[src/rtl/ebu_pkg.sv]
package ebu_pkg;
  // Bus configuration word fields
  localparam int BC_WAIT_LSB = 0;
  localparam int BC_WAIT_W = 4;
  localparam int BC_TRI = 4;
  localparam int BC_ALE = 5;
  localparam int BC_RWD = 6;
  localparam int BC_MUX = 7;
  localparam int BC_BYTE = 8;
  localparam int BC_RDYEN = 9;
  localparam int BC_ACT = 10;
  localparam int BC_READY_POLARITY = 11;
  // Window address select fields: base A23..A12, size code
  localparam int WS_SIZE_LSB = 0;
  localparam int WS_BASE_LSB = 4;
  // Address space codes and upper address lanes
  localparam logic [1:0] SPACE_64K = 2'h0;
  localparam logic [1:0] SPACE_256K = 2'h1;
  localparam logic [1:0] SPACE_1M = 2'h2;
  localparam logic [1:0] SPACE_16M = 2'h3;
  localparam logic [7:0] UPPER_64K = 8'h00;
  localparam logic [7:0] UPPER_256K = 8'h03;
  localparam logic [7:0] UPPER_1M = 8'h0f;
  localparam logic [7:0] UPPER_16M = 8'hff;
  // Chip select indices and reset values
  localparam int NUM_WIN = 4;
  localparam logic [2:0] CS_DEFAULT = 3'h4;
  localparam logic [4:0] CS_OFF = 5'h1f;
  localparam logic [15:0] DOE_WORD = 16'hffff;
  localparam logic [15:0] DOE_BYTE = 16'h00ff;
  localparam logic [2:0] SYNC_RESET_HI = 3'h7;
  localparam logic [3:0] CNT_ONE = 4'h1;

  typedef enum logic [5:0] {
    ST_IDLE = 6'h01,
    ST_ADDR = 6'h02,
    ST_DELAY = 6'h04,
    ST_STROBE = 6'h08,
    ST_TRI = 6'h10,
    ST_HOLD = 6'h20
  } ebu_state_t;
endpackage

[src/rtl/ebu_ctrl.sv]
`timescale 1ns/10ps
module ebu_ctrl
  import ebu_pkg::*;
(
  input wire logic clk,
  input wire logic rst_b,
  input wire logic clk_en,
  input wire logic single_chip,
  input wire logic [1:0] addr_space,
  input wire logic [15:0] default_bus_config,
  input wire logic [NUM_WIN-1:0][15:0] window_bus_config,
  input wire logic [NUM_WIN-1:0][15:0] window_address_select,
  input wire logic chip_select_timing_cfg,
  input wire logic arbitration_enable,
  input wire logic hold_ack_direction,
  input wire logic req_valid,
  output logic req_ready,
  input wire logic req_write,
  input wire logic [23:0] req_addr,
  input wire logic [15:0] req_wdata,
  output logic resp_valid,
  output logic resp_err,
  output logic [15:0] resp_rdata,
  input wire logic [15:0] data_port_in,
  output logic [15:0] data_port_out,
  output logic [15:0] data_port_oe,
  output logic [15:0] address_port,
  output logic address_port_oe,
  output logic [7:0] upper_address,
  output logic [7:0] upper_address_oe,
  output logic ale,
  output logic rd_n,
  output logic wr_n,
  output logic [4:0] chip_select_n,
  output logic bus_pins_oe,
  input wire logic ready_in,
  input wire logic hold_request_n,
  input wire logic hold_ack_n_in,
  output logic hold_ack_n_out,
  output logic hold_ack_n_oe,
  output logic bus_request_n
);

  typedef struct packed {
    ebu_state_t st;
    logic [3:0] cnt;
    logic [15:0] cfg;
    logic [2:0] win;
    logic [23:0] addr;
    logic wr;
    logic [15:0] wdata;
    logic [15:0] rdata;
    logic resp_valid;
    logic resp_err;
    logic ale;
    logic rd_n;
    logic wr_n;
    logic [4:0] cs_n;
    logic [15:0] dout;
    logic [15:0] doe;
    logic [2:0] rdy_s;
    logic rdy;
    logic [2:0] hold_s;
    logic hold_n;
    logic [2:0] ack_s;
    logic ack_n;
    logic bus_request_out_n;
    logic hold_acknowledge_n;
  } ebu_regs_t;
  localparam ebu_regs_t REGS_RESET = '{st: ST_IDLE, cs_n: CS_OFF, rd_n: 1'b1, wr_n: 1'b1,
    hold_s: SYNC_RESET_HI, hold_n: 1'b1, ack_s: SYNC_RESET_HI, ack_n: 1'b1,
    bus_request_out_n: 1'b1, hold_acknowledge_n: 1'b1, default: '0};
  ebu_regs_t r_reg;
  ebu_regs_t r_next;
  logic [4:0] cs_half_reg;
  logic [NUM_WIN-1:0] hit;
  logic [2:0] sel_win;
  logic [15:0] sel_cfg;
  logic arb;
  logic owned;
  logic rdy_active;
  // Window match: base compared above the window size
  function automatic logic win_match(input logic [15:0] sel, input logic [15:0] cfg,
                                     input logic [23:0] a);
    logic [11:0] base;
    logic [3:0] sz;
    base = sel[WS_BASE_LSB +: 12];
    sz = sel[WS_SIZE_LSB +: 4];
    win_match = cfg[BC_ACT] && ((a[23:12] >> sz) == (base >> sz));
  endfunction

  // Upper address lanes per address space
  function automatic logic [7:0] upper_mask(input logic [1:0] sp);
    unique case (sp)
      SPACE_64K: upper_mask = UPPER_64K;
      SPACE_256K: upper_mask = UPPER_256K;
      SPACE_1M: upper_mask = UPPER_1M;
      default: upper_mask = UPPER_16M;
    endcase
  endfunction

  genvar gi;
  generate
    for (gi = 0; gi < NUM_WIN; gi++) begin : g_hit
      assign hit[gi] = win_match(window_address_select[gi], window_bus_config[gi], req_addr);
    end
  endgenerate
  // Fixed priority; four over three over two over one, default last
  always_comb begin
    if (hit[3]) begin
      sel_win = 3'h3;
    end else if (hit[2]) begin
      sel_win = 3'h2;
    end else if (hit[1]) begin
      sel_win = 3'h1;
    end else if (hit[0]) begin
      sel_win = 3'h0;
    end else begin
      sel_win = CS_DEFAULT;
    end
    sel_cfg = (sel_win == CS_DEFAULT) ? default_bus_config : window_bus_config[sel_win[1:0]];
  end

  assign arb = arbitration_enable && !single_chip;
  assign owned = !single_chip && (r_reg.st != ST_HOLD);
  assign rdy_active = (r_reg.rdy == r_reg.cfg[BC_READY_POLARITY]);

  // Take a request in idle while the bus is ours and nobody asks for it, or in single chip mode to answer it with an error
  assign req_ready = (r_reg.st == ST_IDLE) &&
    (single_chip || !arb || (hold_ack_direction ? !r_reg.ack_n : r_reg.hold_n));

  // Bus sequencer and arbitration
  always_comb begin
    r_next = r_reg;
    r_next.resp_valid = 1'b0;
    r_next.resp_err = 1'b0;
    // Pins from outside: three stages, change taken when last two agree
    r_next.rdy_s = {r_reg.rdy_s[1:0], ready_in};
    r_next.hold_s = {r_reg.hold_s[1:0], hold_request_n};
    r_next.ack_s = {r_reg.ack_s[1:0], hold_ack_n_in};
    if (r_reg.rdy_s[1] == r_reg.rdy_s[2]) begin
      r_next.rdy = r_reg.rdy_s[2];
    end
    if (r_reg.hold_s[1] == r_reg.hold_s[2]) begin
      r_next.hold_n = r_reg.hold_s[2];
    end
    if (r_reg.ack_s[1] == r_reg.ack_s[2]) begin
      r_next.ack_n = r_reg.ack_s[2];
    end
    unique case (r_reg.st)
      ST_IDLE: begin
        r_next.bus_request_out_n = 1'b1;
        if (req_valid && req_ready && single_chip) begin
          r_next.resp_valid = 1'b1;
          r_next.resp_err = 1'b1;
        end else if (req_valid && req_ready) begin
          r_next.st = ST_ADDR;
          r_next.cfg = sel_cfg;
          r_next.win = sel_win;
          r_next.addr = req_addr;
          r_next.wr = req_write;
          r_next.wdata = req_wdata;
          r_next.ale = 1'b1;
          r_next.cnt = {3'h0, sel_cfg[BC_ALE]};
          r_next.cs_n = CS_OFF & ~(5'h01 << sel_win);
          if (sel_cfg[BC_MUX]) begin
            r_next.dout = req_addr[15:0];
            r_next.doe = DOE_WORD;
          end else begin
            r_next.doe = '0;
          end
        end else if (arb && !hold_ack_direction && !r_reg.hold_n) begin
          r_next.st = ST_HOLD;
          r_next.hold_acknowledge_n = 1'b0;
        end else if (arb && hold_ack_direction) begin
          r_next.bus_request_out_n = !req_valid;
          if (r_reg.ack_n) begin
            r_next.st = ST_HOLD;
          end
        end
      end
      ST_ADDR: begin
        if (r_reg.cnt != 4'h0) begin
          r_next.cnt = r_reg.cnt - CNT_ONE;
        end else begin
          r_next.ale = 1'b0;
          if (r_reg.wr) begin
            r_next.dout = r_reg.cfg[BC_BYTE] ? {8'h00, r_reg.wdata[7:0]} : r_reg.wdata;
            r_next.doe = r_reg.cfg[BC_BYTE] ? DOE_BYTE : DOE_WORD;
          end else begin
            r_next.doe = '0;
          end
          if (r_reg.cfg[BC_RWD]) begin
            r_next.st = ST_DELAY;
          end else begin
            r_next.st = ST_STROBE;
            r_next.rd_n = r_reg.wr;
            r_next.wr_n = !r_reg.wr;
            r_next.cnt = r_reg.cfg[BC_WAIT_LSB +: BC_WAIT_W];
          end
        end
      end
      ST_DELAY: begin
        r_next.st = ST_STROBE;
        r_next.rd_n = r_reg.wr;
        r_next.wr_n = !r_reg.wr;
        r_next.cnt = r_reg.cfg[BC_WAIT_LSB +: BC_WAIT_W];
      end
      ST_STROBE: begin
        if (r_reg.cnt != 4'h0) begin
          r_next.cnt = r_reg.cnt - CNT_ONE;
        end else if (!r_reg.cfg[BC_RDYEN] || rdy_active) begin
          r_next.rd_n = 1'b1;
          r_next.wr_n = 1'b1;
          r_next.cs_n = CS_OFF;
          r_next.doe = '0;
          r_next.resp_valid = 1'b1;
          r_next.rdata = r_reg.cfg[BC_BYTE] ? {8'h00, data_port_in[7:0]} : data_port_in;
          r_next.st = r_reg.cfg[BC_TRI] ? ST_TRI : ST_IDLE;
        end
      end
      ST_TRI: begin
        r_next.st = ST_IDLE;
      end
      ST_HOLD: begin
        r_next.cs_n = CS_OFF;
        r_next.bus_request_out_n = !req_valid;
        if (!arb) begin
          r_next.st = ST_IDLE;
          r_next.hold_acknowledge_n = 1'b1;
          r_next.bus_request_out_n = 1'b1;
        end else if (!hold_ack_direction && r_reg.hold_n) begin
          r_next.st = ST_IDLE;
          r_next.hold_acknowledge_n = 1'b1;
        end else if (hold_ack_direction && !r_reg.ack_n) begin
          r_next.st = ST_IDLE;
        end
      end
    endcase
  end

  // All rising-edge state; clock enable freezes everything
  always_ff @(posedge clk or negedge rst_b) begin
    if (!rst_b) begin
      r_reg <= REGS_RESET;
    end else if (clk_en) begin
      r_reg <= r_next;
    end
  end

  // Half-cycle copy of the selects; the only falling-edge stage in the block
  always_ff @(negedge clk or negedge rst_b) begin
    if (!rst_b) begin
      cs_half_reg <= CS_OFF;
    end else if (clk_en) begin
      cs_half_reg <= r_reg.cs_n;
    end
  end

  // Pin drive; bus pins float in single chip mode and while held, hold acknowledge driven only as arbitration master, bus request stays driven
  assign chip_select_n = chip_select_timing_cfg ? r_reg.cs_n : cs_half_reg;
  assign bus_pins_oe = owned;
  assign ale = r_reg.ale;
  assign rd_n = r_reg.rd_n;
  assign wr_n = r_reg.wr_n;
  assign data_port_out = r_reg.dout;
  assign data_port_oe = owned ? r_reg.doe : '0;
  assign address_port = r_reg.addr[15:0];
  assign address_port_oe = owned && !r_reg.cfg[BC_MUX] && (r_reg.st != ST_IDLE);
  assign upper_address = r_reg.addr[23:16] & upper_mask(addr_space);
  assign upper_address_oe = owned ? upper_mask(addr_space) : 8'h00;
  assign hold_ack_n_out = r_reg.hold_acknowledge_n;
  assign hold_ack_n_oe = arb && !hold_ack_direction;
  assign bus_request_n = r_reg.bus_request_out_n;
  assign resp_valid = r_reg.resp_valid;
  assign resp_err = r_reg.resp_err;
  assign resp_rdata = r_reg.rdata;
endmodule

[config.mk]
export PLATFORM = sky130hd
export DESIGN_NAME = ebu_ctrl
export DESIGN_NICKNAME = d
export VERILOG_FILES = /design/src/rtl/ebu_pkg.sv /design/src/rtl/ebu_ctrl.sv
export SDC_FILE = /design/constraint.sdc
export NUM_CORES = 1
export LEC_CHECK = 0
export BUFFER_PORTS_ARGS = -buffer_cell sky130_fd_sc_hd__buf_2
export CELL_PAD_IN_SITES_DETAIL_PLACEMENT = 0
export CELL_PAD_IN_SITES_GLOBAL_PLACEMENT = 1
export CORE_MARGIN = 2
export CORE_UTILIZATION = 30
export DETAILED_ROUTE_END_ITERATION = 16
export GPL_TIMING_DRIVEN = 1
export PLACE_DENSITY = 0.75
export SLEW_MARGIN = 25
export SYNTH_ARGS = -nofsm -noshare
export SYNTH_HDL_FRONTEND = slang
export SYNTH_SLANG_ARGS = --single-unit
[constraint.sdc]
create_clock -name clk -period 3.3 [get_ports clk]
set_input_delay 0.33 -clock clk [delete_from_list [all_inputs] [get_ports clk]]
set_output_delay 0.33 -clock clk [all_outputs]
set_load 0.005 [all_outputs]
==> results.py <==
metrics = {
    "run_status": {
        "status": "finished, final reports clean",
    },
    "global_route": {
        "grt_pass1_vias": 6742,
        "grt_max_degree": 68,
        "antenna_found_initial": 0,
        "grt_remaining_overflow": 0,
        "grt_pass1_wl_microns": 36080,
        "grt_usage_pct": 17.13,
    },
    "logic_synthesis": {
        "yosys_warnings": 0,
        "synthTopCellsByCount": "nand2_1 (197), dfrtp_1 (101), buf_4 (70)",
        "synth_edf_count": 0,
        "ys_ff_latch": 124,
        "ys.flop_type": "dfrtp_1",
        "yosys.cell_count.top_type": "nand2_1",
        "syn_inst": 888,
        "avgSynthCellArea_sq_um": 8.739,
        "synth_cell_types": 68,
        "syn_area_sq_um": 7760,
        "yosys.area.top_type": "dfrtp_1",
        "yosys-top-cells-area": "dfrtp_1 (33%), nand2_1 (9.5%), dfstp_2 (7.8%)",
        "seq_area_frac_synth_pct": 40.36,
        "async_reset_ff_share_pct": 100.0,
        "yosysTopAreaCellShare_pct": 32.57,
        "syn_nets": 1104,
    },
    "setup_path": {
        "cp-end-kind": "output port",
        "worstPathMaxFanout": 2,
        "critPathLaunchType": "flop",
        "worstPathRequired_ps": 2970,
        "cp_data_arrival_time_ps": 2860,
        "crit_type": "flop to output port",
    },
    "pwr": {
        "seqPwrFrac_pct": 40.4,
        "switching_power_w": 0.002077,
        "clkPwrFrac_pct": 29.9,
        "p_leak_nw": 4.815,
        "p_per_area_nw_per_um2": 627.8,
        "combPwrFrac_pct": 29.7,
        "switching_share_pct": 34.36,
        "ir_drop_mv": 0.3623,
        "intPower_w": 0.003968,
    },
    "cts": {
        "post_cts_resized": 0,
        "clk_pin_slew_ps": 60,
        "cts-root-buf": "clkbuf_16",
        "cts_tree": "yes",
        "cts_sinks": 124,
        "cts_setup_buffers": 0,
        "htree_levels": 4,
        "clockBufferDepth": 2,
        "hold_buffers": 0,
        "insertion_delay_ps": 450,
        "numCtsBuffers": 17,
    },
    "sta": {
        "hold_violations": 0,
        "finalSetupTns_ps": 0,
        "fin_ws_ps": 108.9,
        "grt_setup_unrepaired": "no",
        "skew_ps": 28.25,
        "maxSlewViolCount": 0,
        "worst_slew_pin_slew_ps": 882.3,
        "finalSetupViolCount": 0,
        "slew_headroom_pct": 41.18,
    },
    "placed_design": {
        "place_hpwl_microns": 17800,
        "pre_cts_slack_ps": 16.96,
        "gp_congestion": 0.9580,
        "place.port_buffers": 288,
    },
    "drt": {
        "via_count": 6889,
        "postRouteAntennaNets": 0,
        "drc_errors": 0,
        "drt-pass1-iter-count": 5,
        "wl_per_cell_microns": 16.12,
        "routed_wl_microns": 23290,
        "drt_iter0_markers": 447,
        "via_per_inst": 4.767,
    },
    "cells_and_area": {
        "antenna_cells": 0,
        "drive_gt1_share_pct": 37.40,
        "area_delta_synth_final_pct": 24.07,
        "largest_register_ffs": 58,
        "nets": 1318,
    },
    "floorplan": {
        "start_util_pct": 30.73,
        "core.rowCount": 58,
        "core-area_sq_um": 25250,
        "die_w_microns": 164.8,
        "ios": 310,
        "die_h_microns": 164.8,
        "dieArea_sq_um": 27170,
    },
    "job": {
        "cap_violations": 0,
    },
    "min_path": {
        "hp-class": "input port to flop",
    },
}
[worst paths after layout]
| check | slack [ps] | end | cells past startpoint | start |
|---|---|---|---|---|
| setup reg to reg | 540 | data_port_out[1] | 10 | r_reg[141] |
| min in group asynchronous | 190 | resp_err | 2 | rst_b |
| max in group asynchronous | 1760 | cs_half_reg[3] | 1 | rst_b |
| setup / recovery | 110 | chip_select_n[3] | 2 | cs_half_reg[3] |
| hold / removal | 90 | r_reg[81] | 3 | req_wdata[9] |
| hold reg to reg | 440 | wr_n | 1 | r_reg[88] |
[kinds of logic (layout without fill, tap and decap cells)]
group | count (synthesis) | in the layout | synth area share (%)
flops | 124 | 124 | 40.36
mux | 63 | 63 | 9.255
compound gates | 153 | 153 | 12.98
buf+inv | 142 | 369 | 10.79
fa+ha+maj | 2 | 2 | 0.3224
xor+xnor | 53 | 53 | 6.079
simple gates | 351 | 351 | 20.22
[critical path, stage by stage (launching register included)]
cell     delay [ps]
dfstp_2         520
mux2_2          140
buf_2           110
[metrics by stage]
step	hold slack (ps)	total power, W	std cells	cell area, sq um	util (%)
2_1_floorplan	34.41	0.003794	888	7760	-
3_3_place_gp	448.3	0.004251	1409	9049	35.83
3_5_place_dp	445.5	0.004299	1409	9049	35.83
4_1_cts	75.14	0.006145	1445	9628	38.12
5_1_grt	84.86	0.006506	1445	9628	38.12
6_report	92.41	0.006045	1445	9628	38.12
[cell usage in the layout, fill, tap and decap left out, types with 18 or more instances in the layout]
cell and instances:
nor2_1 59, o21ai_0 35, nand2_1 196, a21oi_1 42, buf_2 287, inv_1 29
dfstp_2 23, xnor2_1 37, buf_4 18, dfrtp_1 101, mux2_2 42
[layer usage]
metal,vias to the layer above,routed length (microns),global-route usage (%)
met2,245,10760,27.94
met1,3238,10700,22.66
met3,32,1362,3.491
met5,-,0,0
li1,3374,-,-
met4,0,469,5.771
[power by group through the flow]
stage	combinational (W)	sequential, W	clock, W
floorplan	0.00146	0.00232	0.0000113
global placement	0.00178	0.00246	0.0000113
detailed placement	0.00181	0.00248	0.0000113
CTS	0.00182	0.00245	0.00187
global route	0.00204	0.00252	0.00195
finish	0.00179	0.00244	0.00181
[final cells by class]
cell class / instances / area, sq um
Inverter: 25 / 93.84
Clock buffer: 17 / 425.4
Tap cell: 330 / 412.9
Fill cell: 2659 / 15630
Multi-Input combinational cell: 622 / 3795
Timing Repair Buffer: 307 / 1612
Clock inverter: 20 / 157.7
Sequential cell: 124 / 3132
Note: power is estimated with default switching activity, not from simulation.
